<file path="config.mk">
export PLATFORM = sky130hd
export DESIGN_NAME = cfl_top
export DESIGN_NICKNAME = d
export VERILOG_FILES = /design/src/pkg/cfl_pkg.sv /design/src/verilog/cfl_sync.sv /design/src/verilog/cfl_tick.sv /design/src/verilog/cfl_top.sv
export SDC_FILE = /design/constraint.sdc
export NUM_CORES = 1
export LEC_CHECK = 0
export ABC_AREA = 1
export BUFFER_PORTS_ARGS = -buffer_cell sky130_fd_sc_hd__clkbuf_2
export CORE_MARGIN = 3
export CORE_UTILIZATION = 59
export CTS_CLUSTER_SIZE = 30
export DETAILED_ROUTE_END_ITERATION = 8
export PLACE_DENSITY = 0.81
export SYNTH_ARGS = -nofsm -noshare
export SYNTH_HDL_FRONTEND = slang
export SYNTH_HIERARCHICAL = 1
export SYNTH_SLANG_ARGS = --single-unit
</file>
<file path="constraint.sdc">
create_clock -name i_clk -period 8.49 [get_ports i_clk]
set_input_delay 1.698 -clock i_clk [delete_from_list [all_inputs] [get_ports i_clk]]
set_output_delay 1.698 -clock i_clk [all_outputs]
set_load 0.05 [all_outputs]
</file>
<file path="src/pkg/cfl_pkg.sv">
// Purpose: constants and types of the channel fault latch block
// Assumes: 10 MHz clock, eight channels, AXI4-Lite register access
// Notes:   register byte address = {bank, index, 2'b00}
// Behaviour
// - Overload on a channel that is on switches it off within 60 us and sets its prot flag.
// - A channel shut off by protection stays off until software writes 1 to the clear bit.
// - The clear bit drops by itself when the next valid bus frame completes.
// - Over-temperature switches an active channel off and sets its prot flag.
// - Over-temperature also sets the prot flag while the channel is off.
// - A prot flag stays set after its cause goes and is cleared only by the clear bit.
// - An open-load flag stays set until its diagnosis register is read.
// - No open-load detection runs, and the flag holds, while the channel is on.
// - An off channel whose output shows open load gets its flag after the open-load delay.
// - The diagnosis current of a channel flows only while its enable bit is 1.
// - The open-load delay lies between 100 us and 250 us.
// - Four read-only diagnosis registers in bank 1 hold open-load at 3,1 and prot at 2,0.
package cfl_pkg;
    localparam int CFL_NCH         = 8;
    localparam int CFL_CLK_MHZ     = 10;
    localparam int CFL_TICK_CYC    = CFL_CLK_MHZ;   // cycles per 1 us tick
    // overload: documented ceiling and the shorter target used
    localparam int CFL_OVL_MAX_US  = 60;
    localparam int CFL_OVL_OFF_US  = 50;            // margin for sync and tick phase
    localparam int CFL_OVL_MAX_CYC = CFL_OVL_MAX_US * CFL_CLK_MHZ;
    localparam logic [7:0] CFL_OVL_CNT = 8'(CFL_OVL_OFF_US);
    // open-load delay window and the value used
    localparam int CFL_OL_MIN_US   = 100;
    localparam int CFL_OL_MAX_US   = 250;
    localparam int CFL_OL_DLY_US   = 150;
    localparam int CFL_OL_MAX_CYC  = CFL_OL_MAX_US * CFL_CLK_MHZ;
    localparam logic [7:0] CFL_OL_CNT = 8'(CFL_OL_DLY_US);
    // register indices and bank selects
    localparam logic [2:0] CFL_IDX_DR01 = 3'h0;
    localparam logic [2:0] CFL_IDX_DR23 = 3'h1;
    localparam logic [2:0] CFL_IDX_DR45 = 3'h2;
    localparam logic [2:0] CFL_IDX_DR67 = 3'h3;
    localparam logic [2:0] CFL_IDX_CMD  = 3'h6;
    localparam logic [2:0] CFL_IDX_DIAG_CURRENT_CTRL = 3'h7;
    localparam logic       CFL_BANK_DIAG = 1'h1;
    localparam logic       CFL_BANK_CTRL = 1'h0;
    localparam logic [7:0] CFL_ADDR_DR01 = {2'h0, CFL_BANK_DIAG, CFL_IDX_DR01, 2'h0};
    localparam logic [7:0] CFL_ADDR_DR67 = {2'h0, CFL_BANK_DIAG, CFL_IDX_DR67, 2'h0};
    localparam logic [7:0] CFL_ADDR_CMD  = {2'h0, CFL_BANK_CTRL, CFL_IDX_CMD, 2'h0};
    localparam logic [7:0] CFL_ADDR_DIAG_CURRENT_CTRL = {2'h0, CFL_BANK_CTRL, CFL_IDX_DIAG_CURRENT_CTRL, 2'h0};
    localparam int CFL_CPL_BIT = 0;
    localparam logic [7:0] CFL_DIAG_CURRENT_CTRL_RST = 8'h00;
    localparam logic [1:0] CFL_RESP_OKAY   = 2'h0;
    localparam logic [1:0] CFL_RESP_SLVERR = 2'h2;
    // analog comparator outputs, one bit per channel each
    typedef struct packed {
        logic [7:0] ovl;    // overload / short
        logic [7:0] otp;    // over-temperature
        logic [7:0] olv;    // off-state output level shows open load
    } cfl_sense_t;
endpackage

</file>
<file path="src/verilog/cfl_sync.sv">
// Purpose: two-flop synchroniser for a vector of level inputs
// Assumes: each bit is an independent slow level
// Notes:   first stage is read by the second stage only
`timescale 1ns/100ps
module cfl_sync
#(
    parameter int W = 24
)(
    input  wire logic         i_clk,   // system clock
    input  wire logic         i_nrst,  // synchronised reset, active low
    input  wire logic [W-1:0] i_d,     // asynchronous levels
    output logic      [W-1:0] o_q      // synchronised levels
);
    logic [W-1:0] meta;

    // bits may skew by a cycle against each other; each is used alone
    always_ff @(posedge i_clk or negedge i_nrst)
    begin
        if (!i_nrst)
        begin
            meta <= '0;
            o_q  <= '0;
        end
        else
        begin
            meta <= i_d;
            o_q  <= meta;
        end
    end
endmodule

</file>
<file path="src/verilog/cfl_tick.sv">
// Purpose: divider giving a one-cycle enable every CYC clocks
// Assumes: CYC of at least 2
// Notes:   free running from reset release
`timescale 1ns/100ps
module cfl_tick
#(
    parameter int CYC = 10
)(
    input  wire logic i_clk,   // system clock
    input  wire logic i_nrst,  // synchronised reset, active low
    output logic      o_tick   // one-cycle pulse
);
    logic [7:0] cnt;
    logic [7:0] next_cnt;
    logic       next_tick;

    // count down and pulse on wrap
    always_comb
    begin
        next_tick = (cnt == 8'h00);
        next_cnt  = next_tick ? 8'(CYC - 1) : cnt - 8'h01;
    end

    always_ff @(posedge i_clk or negedge i_nrst)
    begin
        if (!i_nrst)
        begin
            cnt    <= 8'h00;
            o_tick <= 1'b0;
        end
        else
        begin
            cnt    <= next_cnt;
            o_tick <= next_tick;
        end
    end
endmodule

</file>
<file path="src/verilog/cfl_top.sv">
// Purpose: per-channel protection latches and open-load diagnosis
// Assumes: channel requests come from the input multiplexer outside
// Notes:   registers over AXI4-Lite; a bus frame is one B or R handshake
//
// Decided for this implementation: the address map and the AXI4-Lite register port.
`timescale 1ns/100ps
module cfl_top
    import cfl_pkg::*;
(
    input  wire logic        i_clk,          // 10 MHz clock
    input  wire logic        i_nrst,         // async reset, active low
    input  wire logic [7:0]  i_ch_request,   // channel wants to be on
    input  wire cfl_sense_t  i_sense,        // analog comparator levels
    output logic      [7:0]  o_ch_on,        // power stage gate enable
    output logic      [7:0]  o_diag_current, // diagnosis current source on
    input  wire logic        i_awvalid,      // write address valid
    output logic             o_awready,      // write address ready
    input  wire logic [7:0]  i_awaddr,       // write byte address
    input  wire logic        i_wvalid,       // write data valid
    output logic             o_wready,       // write data ready
    input  wire logic [31:0] i_wdata,        // write data
    input  wire logic [3:0]  i_wstrb,        // byte strobes
    output logic             o_bvalid,       // write response valid
    input  wire logic        i_bready,       // write response ready
    output logic      [1:0]  o_bresp,        // write response
    input  wire logic        i_arvalid,      // read address valid
    output logic             o_arready,      // read address ready
    input  wire logic [7:0]  i_araddr,       // read byte address
    output logic             o_rvalid,       // read data valid
    input  wire logic        i_rready,       // read data ready
    output logic      [31:0] o_rdata,        // read data
    output logic      [1:0]  o_rresp         // read response
);
    logic [1:0]  rst_q;
    logic        rst_n;
    cfl_sense_t  sense;
    logic        tick;
    logic        aw_held, w_held;
    logic [7:0]  aw_addr;
    logic [31:0] wdata;
    logic [3:0]  wstrb;
    logic        next_aw_held, next_w_held, next_bvalid, next_rvalid;
    logic [7:0]  next_aw_addr;
    logic [31:0] next_wdata, next_rdata;
    logic [3:0]  next_wstrb;
    logic [1:0]  next_bresp, next_rresp;
    logic        wr_go, wr_ok, rd_take, wr_done, rd_done;
    logic        clear_protection_latch, cpl_fresh, next_cpl, next_cpl_fresh;
    logic [7:0]  dcen, next_dcen;
    logic [7:0]  pf, ol, on, ol_set, ol_rdclr;
    logic [31:0] rd_word;
    logic        rd_ok;

    // reset release through two flops; assert stays asynchronous
    always_ff @(posedge i_clk or negedge i_nrst)
    begin
        if (!i_nrst)
            rst_q <= 2'h0;
        else
            rst_q <= {rst_q[0], 1'b1};
    end
    assign rst_n = rst_q[1];

    // comparator levels are unrelated to the clock
    cfl_sync #(
        .W ($bits(cfl_sense_t))
    ) u_sync (
        .i_clk  (i_clk),
        .i_nrst (rst_n),
        .i_d    (i_sense),
        .o_q    (sense)
    );

    // 1 us enable for the delay counters, keeps them 8 bits wide
    cfl_tick #(
        .CYC (CFL_TICK_CYC)
    ) u_tick (
        .i_clk  (i_clk),
        .i_nrst (rst_n),
        .o_tick (tick)
    );

    // write channel: address and data taken in either order
    always_comb
    begin
        next_aw_held = aw_held;
        next_aw_addr = aw_addr;
        next_w_held  = w_held;
        next_wdata   = wdata;
        next_wstrb   = wstrb;
        next_bvalid  = o_bvalid;
        next_bresp   = o_bresp;
        wr_go        = aw_held & w_held & ~o_bvalid;
        wr_ok        = (aw_addr == CFL_ADDR_CMD) | (aw_addr == CFL_ADDR_DIAG_CURRENT_CTRL);
        wr_done      = o_bvalid & i_bready;
        if (o_awready && i_awvalid)
        begin
            next_aw_held = 1'b1;
            next_aw_addr = i_awaddr;
        end
        if (o_wready && i_wvalid)
        begin
            next_w_held = 1'b1;
            next_wdata  = i_wdata;
            next_wstrb  = i_wstrb;
        end
        if (wr_done)
            next_bvalid = 1'b0;
        if (wr_go)
        begin
            next_aw_held = 1'b0;
            next_w_held  = 1'b0;
            next_bvalid  = 1'b1;
            next_bresp   = wr_ok ? CFL_RESP_OKAY : CFL_RESP_SLVERR;
        end
    end

    // read mux: diagnosis pairs, command and current enables
    always_comb
    begin
        rd_word = 32'h0000_0000;
        rd_ok   = 1'b1;
        unique case (i_araddr[7:2])
            {2'h0, CFL_BANK_DIAG, CFL_IDX_DR01},
            {2'h0, CFL_BANK_DIAG, CFL_IDX_DR23},
            {2'h0, CFL_BANK_DIAG, CFL_IDX_DR45},
            {2'h0, CFL_BANK_DIAG, CFL_IDX_DR67}:
                rd_word[3:0] = {ol[{i_araddr[3:2], 1'b1}], pf[{i_araddr[3:2], 1'b1}],
                                ol[{i_araddr[3:2], 1'b0}], pf[{i_araddr[3:2], 1'b0}]};
            CFL_ADDR_CMD[7:2]:
                rd_word[CFL_CPL_BIT] = clear_protection_latch;
            CFL_ADDR_DIAG_CURRENT_CTRL[7:2]:
                rd_word[7:0] = dcen;
            default:
                rd_ok = 1'b0;
        endcase
    end

    // read channel: one read in flight, data sampled at the handshake
    always_comb
    begin
        next_rvalid = o_rvalid;
        next_rdata  = o_rdata;
        next_rresp  = o_rresp;
        rd_take     = o_arready & i_arvalid;
        rd_done     = o_rvalid & i_rready;
        if (rd_done)
            next_rvalid = 1'b0;
        if (rd_take)
        begin
            next_rvalid = 1'b1;
            next_rdata  = rd_word;
            next_rresp  = rd_ok ? CFL_RESP_OKAY : CFL_RESP_SLVERR;
        end
    end

    // reading a diagnosis register clears its two open-load flags
    always_comb
    begin
        ol_rdclr = 8'h00;
        if (rd_take && i_araddr[7:4] == CFL_ADDR_DR01[7:4])
            ol_rdclr[{i_araddr[3:2], 1'b0} +: 2] = 2'h3;
    end

    // command and current-enable registers
    always_comb
    begin
        next_cpl       = clear_protection_latch;
        next_cpl_fresh = cpl_fresh;
        next_dcen      = dcen;
        // the frame that wrote the bit does not count as the next one
        if (rd_done || (wr_done && !cpl_fresh))
            next_cpl = 1'b0;
        if (wr_done)
            next_cpl_fresh = 1'b0;
        if (wr_go && wstrb[0] && aw_addr == CFL_ADDR_CMD)
        begin
            next_cpl       = wdata[CFL_CPL_BIT];
            next_cpl_fresh = wdata[CFL_CPL_BIT];
        end
        if (wr_go && wstrb[0] && aw_addr == CFL_ADDR_DIAG_CURRENT_CTRL)
            next_dcen = wdata[7:0];
    end

    always_ff @(posedge i_clk or negedge rst_n)
    begin
        if (!rst_n)
        begin
            aw_held   <= 1'b0;
            aw_addr   <= 8'h00;
            w_held    <= 1'b0;
            wdata     <= 32'h0000_0000;
            wstrb     <= 4'h0;
            o_awready <= 1'b0;
            o_wready  <= 1'b0;
            o_bvalid  <= 1'b0;
            o_bresp   <= CFL_RESP_OKAY;
            o_arready <= 1'b0;
            o_rvalid  <= 1'b0;
            o_rdata   <= 32'h0000_0000;
            o_rresp   <= CFL_RESP_OKAY;
            clear_protection_latch       <= 1'b0;
            cpl_fresh <= 1'b0;
            dcen      <= CFL_DIAG_CURRENT_CTRL_RST;
        end
        else
        begin
            aw_held   <= next_aw_held;
            aw_addr   <= next_aw_addr;
            w_held    <= next_w_held;
            wdata     <= next_wdata;
            wstrb     <= next_wstrb;
            o_awready <= ~next_aw_held;
            o_wready  <= ~next_w_held;
            o_bvalid  <= next_bvalid;
            o_bresp   <= next_bresp;
            o_arready <= ~next_rvalid;
            o_rvalid  <= next_rvalid;
            o_rdata   <= next_rdata;
            o_rresp   <= next_rresp;
            clear_protection_latch       <= next_cpl;
            cpl_fresh <= next_cpl_fresh;
            dcen      <= next_dcen;
        end
    end

    assign o_diag_current = dcen;
    assign o_ch_on        = on;

    // per-channel protection latch and open-load detector
    for (genvar i = 0; i < CFL_NCH; i++)
    begin : g_ch
        logic [7:0] ovl_cnt, ol_cnt, next_ovl_cnt, next_ol_cnt;
        logic       next_pf, next_ol, next_on, ovl_trip;
        logic [11:0] ol_wait, next_ol_wait; // cycles in the open-load condition, checks only

        always_comb
        begin
            // overload only counts while the stage conducts
            next_ovl_cnt = 8'h00;
            if (sense.ovl[i] && on[i])
                next_ovl_cnt = (tick && ovl_cnt != CFL_OVL_CNT) ? ovl_cnt + 8'h01 : ovl_cnt;
            ovl_trip = sense.ovl[i] & on[i] & (ovl_cnt == CFL_OVL_CNT);
            // detection is idle while on
            next_ol_cnt = 8'h00;
            if (!on[i] && sense.olv[i])
                next_ol_cnt = (tick && ol_cnt != CFL_OL_CNT) ? ol_cnt + 8'h01 : ol_cnt;
            ol_set[i] = ~on[i] & sense.olv[i] & (ol_cnt == CFL_OL_CNT);
            next_ol_wait = (ol_wait == 12'hfff) ? ol_wait : ol_wait + 12'h001;  // saturates
            if (on[i] || !sense.olv[i])
                next_ol_wait = 12'h000;
            // setting beats the clear in the same cycle
            next_pf = pf[i] & ~clear_protection_latch;
            if (ovl_trip || sense.otp[i])
                next_pf = 1'b1;
            next_ol = ol[i] & ~ol_rdclr[i];
            if (ol_set[i])
                next_ol = 1'b1;
            next_on = i_ch_request[i] & ~next_pf;
        end

        always_ff @(posedge i_clk or negedge rst_n)
        begin
            if (!rst_n)
            begin
                ovl_cnt <= 8'h00;
                ol_cnt  <= 8'h00;
                ol_wait <= 12'h000;
                pf[i]   <= 1'b0;
                ol[i]   <= 1'b0;
                on[i]   <= 1'b0;
            end
            else
            begin
                ovl_cnt <= next_ovl_cnt;
                ol_cnt  <= next_ol_cnt;
                ol_wait <= next_ol_wait;
                pf[i]   <= next_pf;
                ol[i]   <= next_ol;
                on[i]   <= next_on;
            end
        end

    end
endmodule
</file>
Yosys cells after proc, flatten, opt, wreduce, memory -nomap -nowiden:

Index checks and enable logic that the tools add are counted.

* memories: 0
* bits in writable memories: 0
* flip-flop bits (word level): 257
* latch bits: 0
* ROM bits: 0
* output and inout bits: 57
* logic and storage cells: 370
* input port bits: 91

* bitwise logic cells: 92
* add/subtract/negate cells: 18
* $mul: 0
* reduce and logical (&&, ||, !) cells: 63
* div/mod/pow operators: 0
* muxes and demuxes: 75
* shift operators: 2
* order comparisons: 2
* equality and inequality tests: 57

Operator list (number)
* $mux 8: 34
* $add 8x1->8 const B: 16
* $eq 8x6->1 const B: 8
* $eq 8x8->1 const B: 8
* $ne 8x6->1 const B: 8
* $ne 8x8->1 const B: 8
* $and 1x1->1: 61
* $logic_and 1x1->1: 39
* $mux 1: 32
* $ne 2x1->1 const B: 16
* $not 1->1: 29
* $eq 6x4->1 const B: 4
* $eq 8x5->1 const B: 2
* $eq 6x3->1 const B: 2
* $logic_not 1->1: 9
* $logic_or 1x1->1: 9
* $and 8x8->8: 1
* $bmux 1 s2: 4
* $logic_not 8->1: 1
* $lt 3x4->1 const B: 2
* $shift 2x5->8 const A: 1
* $shiftx 2x5->8 const A: 1
* $sub 8x1->8 const B: 1
* $pmux 3 s2: 1
* other kinds (9): 12

Longest topological paths before layout:

Gate-level depths: netlist of the first run.

* word-level depth: 7
* mapped depth: 10
* gate-level depth less buffers: 9

Hierarchy:

The synthesis of the first run kept the hierarchy.

Modules (own cells, without submodules)
* cfl_top: instances 1, area each 11362.1 µm², sequential area each 4954.8 µm², cells an instance 1561
* cfl_sync: instances 1, area each 1201.2 µm², sequential area each 1201.2 µm², cells an instance 48
* cfl_tick: instances 1, area each 461.7 µm², sequential area each 225.2 µm², cells an instance 51

Least setup slack after synthesis of the first run:

OpenSTA, ideal clock, no wires.

* path kind: input to register
* from: input port i_arvalid
* to: register o_rdata[3]
* cell stages on the path: 7
* arrival time: 2.433 ns
* buffers on the path: 1
* path slack: 5.992 ns
* data required time: 8.425 ns
* library setup time: 0.065 ns
* cells stage by stage: nand2_1 inv_1 buf_2 nand2_1 o21ai_0 inv_1 nand2_1

* longest elaborated chain between the ends: 1

Ends and longest elaborated chain
* from (decl): RTL line cfl_top.sv:26 `input wire logic i_arvalid,`
* $and 1x1->1: RTL line cfl_top.sv:145 `rd_take = o_arready & i_arvalid;`
* to (signal assigned): RTL line cfl_top.sv:219 `o_rdata <= next_rdata;`
* to (decl): RTL line cfl_top.sv:31 `output logic [31:0] o_rdata,`

Every way passes these cells.
A chain may end at the register's enable or synchronous reset.

Worst setup path in the final report of the first run:

* from: register on[0], in the netlist o_ch_on[0]
* to: output port o_ch_on[0]

RTL lines
* from (decl): RTL line cfl_top.sv:50 `logic [7:0] pf, ol, on, ol_set, ol_rdclr;`
* from (signal, indexed assignment): RTL line cfl_top.sv:280 `on[i] <= next_on;`
* to (decl): RTL line cfl_top.sv:14 `output logic [7:0] o_ch_on,`

No word-level cell between the ends.

==> metrics.txt, run 1 <==
status complete, no violations; type of origin of the critical path flip-flop; Critical Path Fanout Max 3; critical path class flip-flop to primary output; vias in the first global route about 10k; Sink Count 255; clk buf depth 3; max-slew violation count 0; critical path data arrival time ~1.4 ns; Hold Violations, Final 0; post-synthesis compound-gate area fraction 0.0671; most frequent cells in the layout 567 x nand2_1, 254 x dfrtp_1, 165 x nor2_1; CTS Buf Count 27; routed len/inst 13.2 µm; clock slew at reported path FFs 0.06 ns; Pre-antenna DRT Iters 5; placed cells between 2k and 2.5k; Die Ht about 150 µm; post-CTS setup buffers 0; Worst setup EP type primary output; Synth Area in Adders 0.0317; Iter 0 DRT Violations between 600 and 700; CP max-delay cell dfrtp_1; # hold bufs at CTS 0; routed vias 10.8k; GP Congestion 0.852; slowest stage delay, CP roughly 0.54 ns; M2 GR Usage 0.381; R2R depth 4; Final ANT Viol Nets 0; fmax 0.323 GHz; Avg Cell Area, Syn 7.85 µm²; synth unique cells 39; Final Cycle Share 0.365; H-tree Lvls 1; commonest non-fill, non-tap cell in the layout nand2_1; max_cap viols 0; mux share of post-synthesis cell area 0; layout cells sized above 1 0.103; largest family of logic cells by synthesized area simple AND/OR/NAND/NOR gates; Synth-to-Final Area Change 11.8%; Post-Layout Cell Count about 2k; LEAKAGE between 7 and 8 nW; met1 usage in global routing 0.317; nets@finish between 1.5k and 2k; PortBufs approximately 90; crit-path cells clkbuf_2; RSZ-0062 raised after global routing false; DIE AREA 23,900 µm²; Buf/Inv on CP 1; global route hottest layer met2; Remaining DRCs 0; power per cell area slightly below 200 nW/µm²; setup slack, reg-to-reg between 6 and 7 ns; first-pass GRT wire length 47,300 µm; Yosys reg bits about 260; largest net degree at the start of global routing 170; Worst VDD drop between 0.2 and 0.25 mV; Critical Path RT between 6 and 7 ns; Critical R2R Launch u_tick/o_tick; PostCTS Resize Cnt 0; dpl hpwl between 15,000 and 20,000 µm; initial antenna violation count 2; hold crit path type flip-flop to async pin; CTS tree built; Die Span X 155 µm; worst slew pin tran ~1.0 ns; synth warn 6; Detailed Route WL around 27,000 µm; WHS between 0.1 and 0.15 ns; cell area after synthesis between 10,000 and 15,000 µm²; Post-Synth Simple-Gate Area 0.313; met3 Use GR 0.0406; num rows between 50 and 60; reg-to-reg endpoint g_ch[3].ol_cnt[1]; sum of negative setup slack 0 ns; grt total ovfl 0; total core area approximately 21,000 µm²; relative slew slack 0.307; Starting Density 0.610; # setup viols final 0; Setup Skew between 0.01 and 0.015 ns; Worst-Skew Late Latency 0.52 ns; Clock Tree Root clkbuf_16; Post-Synthesis Cells 1,660; # IOs 148; delay-heaviest family, CP flip-flops; GRT Resource Usage Total 0.232; sequential cell area fraction in the yosys report 0.490; min Tclk post-route 3.10 ns; Post-Synth XOR/XNOR Area 0.0249; DR vias/cell 5.24
==> through the flow <==
stage                     cell area (µm²)  power (mW)  setup WS (ns)   util
after detailed placement            13600        1.64           5.41  0.638
after floorplan                     13100        1.57          0.857      -
after global routing                14600        2.95           5.36  0.682
after CTS                           14600        2.86           5.37  0.682
final                               14600        2.83           5.39  0.682
after global placement              13600        1.63           5.44  0.638
==> report_power, final <==
part / switching [mW] / total, mW / internal (mW)
Sequential: 0.0424 / 1.34 / 1.30
Clock: 0.474 / 1.22 / 0.743
Combinational: 0.212 / 0.278 / 0.0652
==> synth_stat cells, drive strengths merged <==
master	count	area, µm²
nand3	157	801
or2	5	31.3
nor2	181	762
a22oi	2	15.0
xor2	30	263
nand3b	13	110
nand4	16	100
conb	2	7.51
nand2	581	2240
inv	164	616
o211a	1	10.0
nor3	8	40.0
o21ai	123	634
dfrtp	255	6380
clkbuf	3	12.5
ha	33	413
xnor2	7	61.3
o211ai	1	7.51
a21oi	19	95.1
clkinv	1	3.75
o21bai	15	113
buf	43	313
==> worst max path at each step <==
stage,from,endpoint,slack (ns),cells past startpoint
after floorplan,rst_q[1],aw_addr[0],0.86,0
after global placement,i_arvalid,ol[2],5.44,6
after detailed placement,i_arvalid,ol[2],5.41,6
after CTS,o_ch_on[0],o_ch_on[0],5.37,1
after global routing,o_ch_on[0],o_ch_on[0],5.36,1
final,o_ch_on[0],o_ch_on[0],5.39,1
==> per-layer routing <==
layer  up-vias  routed length (µm)
met4         0                 601
met5         -                   0
met3        50                1530
met1      5066               12000
li1       5404                   -
met2       268               13000
==> logic make-up after synthesis <==
kind of cell             Yosys count
AO/OA/AOI/OAI                    161
flip-flops                       255
AND/OR/NAND/NOR                  961
adder cells (fa/ha/maj)           33
buffers and inverters            211
XOR/XNOR                          37
other                              2
==> sequential cells by signal, indices dropped and copies added (netlist names), 2 cells and up <==
name            count
wdata               8
o_diag_current      8
o_ch_on             8
ol                  8
u_sync/meta        24
aw_addr             8
g_ch.ovl_cnt       64
u_tick/cnt          8
u_sync/o_q         24
rst_q               2
o_rdata             8
pf                  8
g_ch.ol_cnt        64
==> area by class of cell <==
class                           count  area, µm²
Clock inverter                     10        130
Inverter                          165        619
Timing Repair Buffer               94        488
Antenna cell                        2       5.00
Fill cell                        1652       6790
Multi-Input combinational cell   1219       5790
Sequential cell                   255       6380
Clock buffer                       39        801
Tap cell                          275        344
Power figures use the tool's default switching activity.
==> inputs of run 2 (changes only) <==
--- a/config.mk
+++ b/config.mk
@@ -8,10 +8,10 @@
 export ABC_AREA = 1
 export BUFFER_PORTS_ARGS = -buffer_cell sky130_fd_sc_hd__clkbuf_2
 export CORE_MARGIN = 3
-export CORE_UTILIZATION = 59
+export CORE_UTILIZATION = 53
 export CTS_CLUSTER_SIZE = 30
 export DETAILED_ROUTE_END_ITERATION = 8
-export PLACE_DENSITY = 0.81
+export PLACE_DENSITY = 0.77
 export SYNTH_ARGS = -nofsm -noshare
 export SYNTH_HDL_FRONTEND = slang
 export SYNTH_HIERARCHICAL = 1
==> constraint.sdc (replaced) <==
create_clock -name i_clk -period 2.55 [get_ports i_clk]
set_input_delay 0.51 -clock i_clk [delete_from_list [all_inputs] [get_ports i_clk]]
set_output_delay 0.51 -clock i_clk [all_outputs]
set_load 0.05 [all_outputs]
==> metrics.txt, run 2 (synthesis results as in run 1) <==
status complete, no violations (unchanged); max_cap viols 0 (unchanged); PortBufs 92 (unchanged); Critical R2R Launch o_ch_on[7] (was u_tick/o_tick); RSZ-0062 raised after global routing false (unchanged); delay-heaviest family, CP flip-flops (unchanged); DIE AREA 26,500 µm² (was 23,900 µm²); routed len/inst 13.0 µm (was 13.2 µm); Remaining DRCs 0 (unchanged); Die Span X 163 µm (was 155 µm); switching part of the total power 0.260 (was 0.257); routed vias 10.7k (was 10.8k); num rows 56 (was 53); crit-path cells clkbuf_2 (unchanged); LEAKAGE 7.09 nW (was 7.06 nW); Iter 0 DRT Violations 661 (was 675); DR vias/cell 5.07 (was 5.24); vias in the first global route 10.3k (was 10.4k); total core area 23,800 µm² (was 21,400 µm²); H-tree Lvls 1 (unchanged); Starting Density 0.547 (was 0.610); slowest stage delay, CP 0.58 ns (was 0.54 ns); placed cells 2,060 (was 2,008); Worst-Skew Late Latency 0.54 ns (was 0.52 ns); met3 Use GR 0.0412 (was 0.0406); Critical Path Sink o_ch_on[0] (unchanged); Placement Cell Area 13,800 µm² (was 13,600 µm²); power per cell area 640 nW/µm² (was 195 nW/µm²); Seq pwr share 0.475 (was 0.473); GRT Resource Usage Total 0.210 (was 0.232); WHS 0.0803 ns (was 0.145 ns); fmax 0.508 GHz; met1 usage in global routing 0.272 (was 0.317); Register Area 6380 µm² (unchanged); largest net degree at the start of global routing 64 (was 170); Detailed Route WL 27,400 µm (was 27,200 µm); pre-CTS setup slack 0.710 ns (was 5.41 ns); # IOs 148 (unchanged); setup slack, reg-to-reg 0.89 ns (was 6.42 ns); # setup viols final 0 (unchanged); CTS tree built (unchanged); CTS Buf Count 26 (was 27); Combinational Power Share 0.100 (was 0.098); layout cells sized above 1 0.106 (was 0.103); Hold Path Depth 1; first-pass GRT wire length 46,900 µm (was 47,300 µm); Clk pwr share 0.424 (was 0.429); Int Pwr 6.96 mW (was 2.11 mW); worst slew pin tran 0.625 ns (was 1.04 ns); initial antenna violation count 2 (unchanged); Hold Violations, Final 0 (unchanged); Final Cell Area 14,700 µm² (was 14,600 µm²); clk buf depth 3 (unchanged); Final Cycle Share 0.771; type of origin of the critical path flip-flop (unchanged); Pwr Total 9.40 mW (was 2.83 mW); Worst setup EP type primary output (unchanged); reg-to-reg endpoint g_ch[7].ol_cnt[7] (was g_ch[3].ol_cnt[1]); max-slew violation count 0 (unchanged); dpl hpwl 19,400 µm (was 18,600 µm); cell depth of the worst setup path 1 (unchanged); post-CTS setup buffers 0 (unchanged); clock slew at reported path FFs 0.07 ns (was 0.06 ns); nets@finish 1,894 (was 1,886); Sink Count 255 (unchanged); Buf/Inv on CP 1 (unchanged); Die Ht 163 µm (was 155 µm); Synth-to-Final Area Change 12.8% (was 11.8%); P_sw 2.44 mW (was 0.729 mW); Worst VDD drop 0.617 mV (was 0.205 mV); GP Congestion 0.855 (was 0.852); most frequent cells in the layout 567 x nand2_1, 254 x dfrtp_1, 165 x nor2_1 (unchanged); hold crit path type input port to flip-flop (was flip-flop to async pin); commonest non-fill, non-tap cell in the layout nand2_1 (unchanged); Setup Skew 0.0139 ns (was 0.0103 ns); Core Util, Final 0.617 (was 0.682); # hold bufs at CTS 1 (was 0); critical path class flip-flop to primary output (unchanged); Critical Path Fanout Max 3 (unchanged); number of fill cells 2,049 (was 1,652); grt total ovfl 0 (unchanged); R2R depth 4 (unchanged); CP max-delay cell dfrtp_1 (unchanged); Pre-antenna DRT Iters 6 (was 5); largest registers g_ch.ol_cnt x64, g_ch.ovl_cnt x64 (unchanged); sum of negative setup slack 0 ns (unchanged); Critical Path RT 2.04 ns (was 6.79 ns); global route hottest layer met2 (unchanged); setup ws final 0.583 ns (was 5.39 ns); Setup crit start o_ch_on[0] (unchanged); min Tclk post-route approximately 2.0 ns; M2 GR Usage 0.352 (was 0.381); Final ANT Viol Nets 0 (unchanged); Post-Layout Cell Count 2,109 (was 2,059); relative slew slack 0.583 (was 0.307); Multi-input gate area 5790 µm² (unchanged); PostCTS Resize Cnt 0 (unchanged); critical path data arrival time 1.46 ns (was 1.40 ns); Clock Tree Root clkbuf_16 (unchanged)
-- run 2: cell types whose count changed in the layout (fill, tap and decap cells not counted) --
cell	delta
clkinv_2	-2
buf_12	+2
buf_4	+6
dlygate4sd3_1	+1
clkinvlp_4	+2
clkbuf_8	-2
clkbuf_1	-1
-- run 2: per-layer routing --
metal,share of wire,vias to the layer above
met1,0.43,5004
li1,-,5427
met4,0.036,0
met3,0.058,54
met2,0.47,213
met5,0,-
-- run 2: area by class of cell --
type | count | area share
antenna | 2 | 0.000341
clock buffer | 36 | 0.0524
clock inverter | 10 | 0.00920
inverter | 165 | 0.0422
multi-input combinational | 1219 | 0.394
sequential | 255 | 0.435
tap | 319 | 0.0272
timing repair buffer | 103 | 0.0397
-- run 2: power by group through the flow --
stage | Sequential (mW) | Combinational (mW) | Clock, mW
final | 4.47 | 0.943 | 3.99
after CTS | 4.47 | 0.953 | 4.07
after floorplan | 4.73 | 0.515 | 0
after detailed placement | 4.54 | 0.942 | 0
after global routing | 4.50 | 1.07 | 4.22
after global placement | 4.53 | 0.925 | 0
-- run 2: worst min path at each step --
stage | start | to
detailed placement | i_nrst | rst_q[0]
global placement | i_nrst | rst_q[0]
floorplan | i_nrst | rst_q[0]
global route | i_sense[5] | u_sync/meta[5]
CTS | i_sense[22] | u_sync/meta[22]
finish | i_sense[22] | u_sync/meta[22]
==> inputs of run 3 (changes only) <==
--- a/config.mk
+++ b/config.mk
@@ -8,10 +8,10 @@
 export ABC_AREA = 1
 export BUFFER_PORTS_ARGS = -buffer_cell sky130_fd_sc_hd__clkbuf_2
 export CORE_MARGIN = 3
-export CORE_UTILIZATION = 53
+export CORE_UTILIZATION = 59
 export CTS_CLUSTER_SIZE = 30
 export DETAILED_ROUTE_END_ITERATION = 8
-export PLACE_DENSITY = 0.77
+export PLACE_DENSITY = 0.81
 export SYNTH_ARGS = -nofsm -noshare
 export SYNTH_HDL_FRONTEND = slang
 export SYNTH_HIERARCHICAL = 1
==> constraint.sdc (replaced) <==
create_clock -name i_clk -period 1.9 [get_ports i_clk]
set_input_delay 0.38 -clock i_clk [delete_from_list [all_inputs] [get_ports i_clk]]
set_output_delay 0.38 -clock i_clk [all_outputs]
set_load 0.05 [all_outputs]
==> metrics.txt, run 3 (synthesis results as in run 1) <==
status complete, no violations (unchanged); max-slew violation count 0 (unchanged); num rows 53 (was 56); Critical Path RT 1.52 ns (was 2.04 ns); Worst-Skew Late Latency 0.54 ns (about the same); min Tclk post-route between 1.5 and 2 ns; PortBufs 92 (unchanged); nets@finish 1,925 (was 1,894); Worst VDD drop 0.948 mV (was 0.617 mV); CTS Buf Count 27 (was 26); CP max-delay cell dfrtp_2 (was dfrtp_1); Core Util, Final 0.699 (was 0.617); n_diodes 0 (was 2); Remaining DRCs 0 (unchanged); Pre-antenna DRT Iters 5 (was 6); DIE AREA 23,900 µm² (was 26,500 µm²); CTS tree built (unchanged); type of origin of the critical path flip-flop (unchanged); commonest non-fill, non-tap cell in the layout nand2_1 (unchanged); most frequent cells in the layout 567 x nand2_1, 253 x dfrtp_1, 165 x nor2_1 (was 567 x nand2_1, 254 x dfrtp_1, 165 x nor2_1); Die Span X 155 µm (was 163 µm); crit-path cells clkbuf_2 (unchanged); Synth-to-Final Area Change 14.6% (was 12.8%); Worst setup EP type primary output (unchanged); clock slew at reported path FFs 0.06 ns (was 0.07 ns); GRT Resource Usage Total 0.234 (was 0.210); Critical Path Fanout Max 3 (unchanged); Final Cycle Share 0.905; Setup Skew 0.00966 ns (was 0.0139 ns); Pwr Total 12.6 mW (was 9.40 mW); RSZ-0062 raised after global routing false (unchanged); Hold Violations, Final 0 (unchanged); Starting Density 0.610 (was 0.547); delay-heaviest family, CP flip-flops (unchanged); Clock Tree Root clkbuf_16 (unchanged); LEAKAGE 7.21 nW (was 7.09 nW); Iter 0 DRT Violations 665 (was 661); # setup viols final 0 (unchanged); sum of negative setup slack 0 ns (unchanged); fmax between 0.5 and 0.6 GHz; routed len/inst 13.1 µm (was 13.0 µm); H-tree Lvls 1 (unchanged); critical path data arrival time 1.34 ns (was 1.46 ns); post-CTS setup buffers 0 (unchanged); first-pass GRT wire length 47,400 µm (was 46,900 µm); Die Ht 155 µm (was 163 µm); power per cell area 842 nW/µm² (was 640 nW/µm²); grt total ovfl 0 (unchanged); routed vias 10.9k (was 10.7k); critical path class flip-flop to primary output (unchanged); Final ANT Viol Nets 0 (unchanged); slowest stage delay, CP 0.48 ns (was 0.58 ns); largest net degree at the start of global routing 74 (was 64); initial antenna violation count 0 (was 2); layout cells sized above 1 0.108 (was 0.106); total core area 21,400 µm² (was 23,800 µm²); relative slew slack 0.665 (was 0.583); DR vias/cell 5.22 (was 5.07); max_cap viols 0 (unchanged); Detailed Route WL 27,500 µm (was 27,400 µm); clk buf depth 3 (unchanged); Sink Count 255 (unchanged); hold crit path type input port to flip-flop (unchanged); GP Congestion 0.892 (was 0.855); dpl hpwl 19,400 µm (about the same); largest registers g_ch.ol_cnt x64, g_ch.ovl_cnt x64 (unchanged); worst slew pin tran 0.503 ns (was 0.625 ns); Buf/Inv on CP 1 (unchanged); # IOs 148 (unchanged); vias in the first global route 10.4k (was 10.3k)
-- run 3: cell count changes in the layout (fill, tap and decap cells not counted) --
cell           change
inv_6              +1
dfrtp_1            -1
clkinv_4           +1
clkbuf_8           -6
dlygate4sd3_1     +24
inv_16             +1
clkinv_2           +2
buf_4              +4
buf_12             +2
dfrtp_2            +1
diode_2            -2
clkbuf_1           +4
-- run 3: worst paths after layout --
| check | start | slack [ns] | cells after the start | endpoint |
|---|---|---|---|---|
| min reg2reg | rst_q[1] | 0.16 | 0 | o_arready |
| max in group asynchronous | rst_q[1] | 1.09 | 1 | g_ch[6].ovl_cnt[0] |
| max reg2reg | g_ch[1].ol_cnt[0] | 0.30 | 7 | g_ch[1].ol_cnt[7] |
| min | i_ch_request[5] | 0.02 | 3 | o_ch_on[5] |
| min in group asynchronous | i_nrst | 0.15 | 2 | rst_q[0] |
| max | o_ch_on[0] | 0.18 | 1 | o_ch_on[0] |
-- run 3: per-layer routing --
metal,part of all wire,GRT usage
met5,0,0
met1,0.44,0.315
met2,0.48,0.394
met3,0.054,0.0403
met4,0.027,0.0664
-- run 3: timing repair --
action                                 in CTS  in global routing
setup endpoints to repair                   0                  1
gates resized for setup                     0                  1
endpoints found under the hold margin      26                  0
hold buffers                               25                  0
-- run 3: final cells by class --
| class | count | area (µm²) |
|---|---|---|
| Clock inverter | 15 | 183 |
| Timing Repair Buffer | 133 | 893 |
| Fill cell | 1617 | 6430 |
| Sequential cell | 255 | 6390 |
| Multi-Input combinational cell | 1219 | 5790 |
| Inverter | 165 | 619 |
| Tap cell | 275 | 344 |
| Clock buffer | 34 | 702 |
-- run 3: metrics by stage --
step                      std cells  worst slack, ns  area [µm²]  hold slack, ns
after global routing           2096            0.125       14900          0.0199
after floorplan                1685           -0.661       13100          0.0844
final                          2096            0.180       14900          0.0211
after global placement         2022            0.340       13800           0.169
after CTS                      2096          0.00373       14900         0.00923
after detailed placement       2022            0.329       13800           0.171
-- run 3: power by group --
group / switching, mW / internal (mW)
Sequential: 0.189 / 5.80
Clock: 2.19 / 3.06
Combinational: 0.975 / 0.355
Total: 3.36 / 9.21
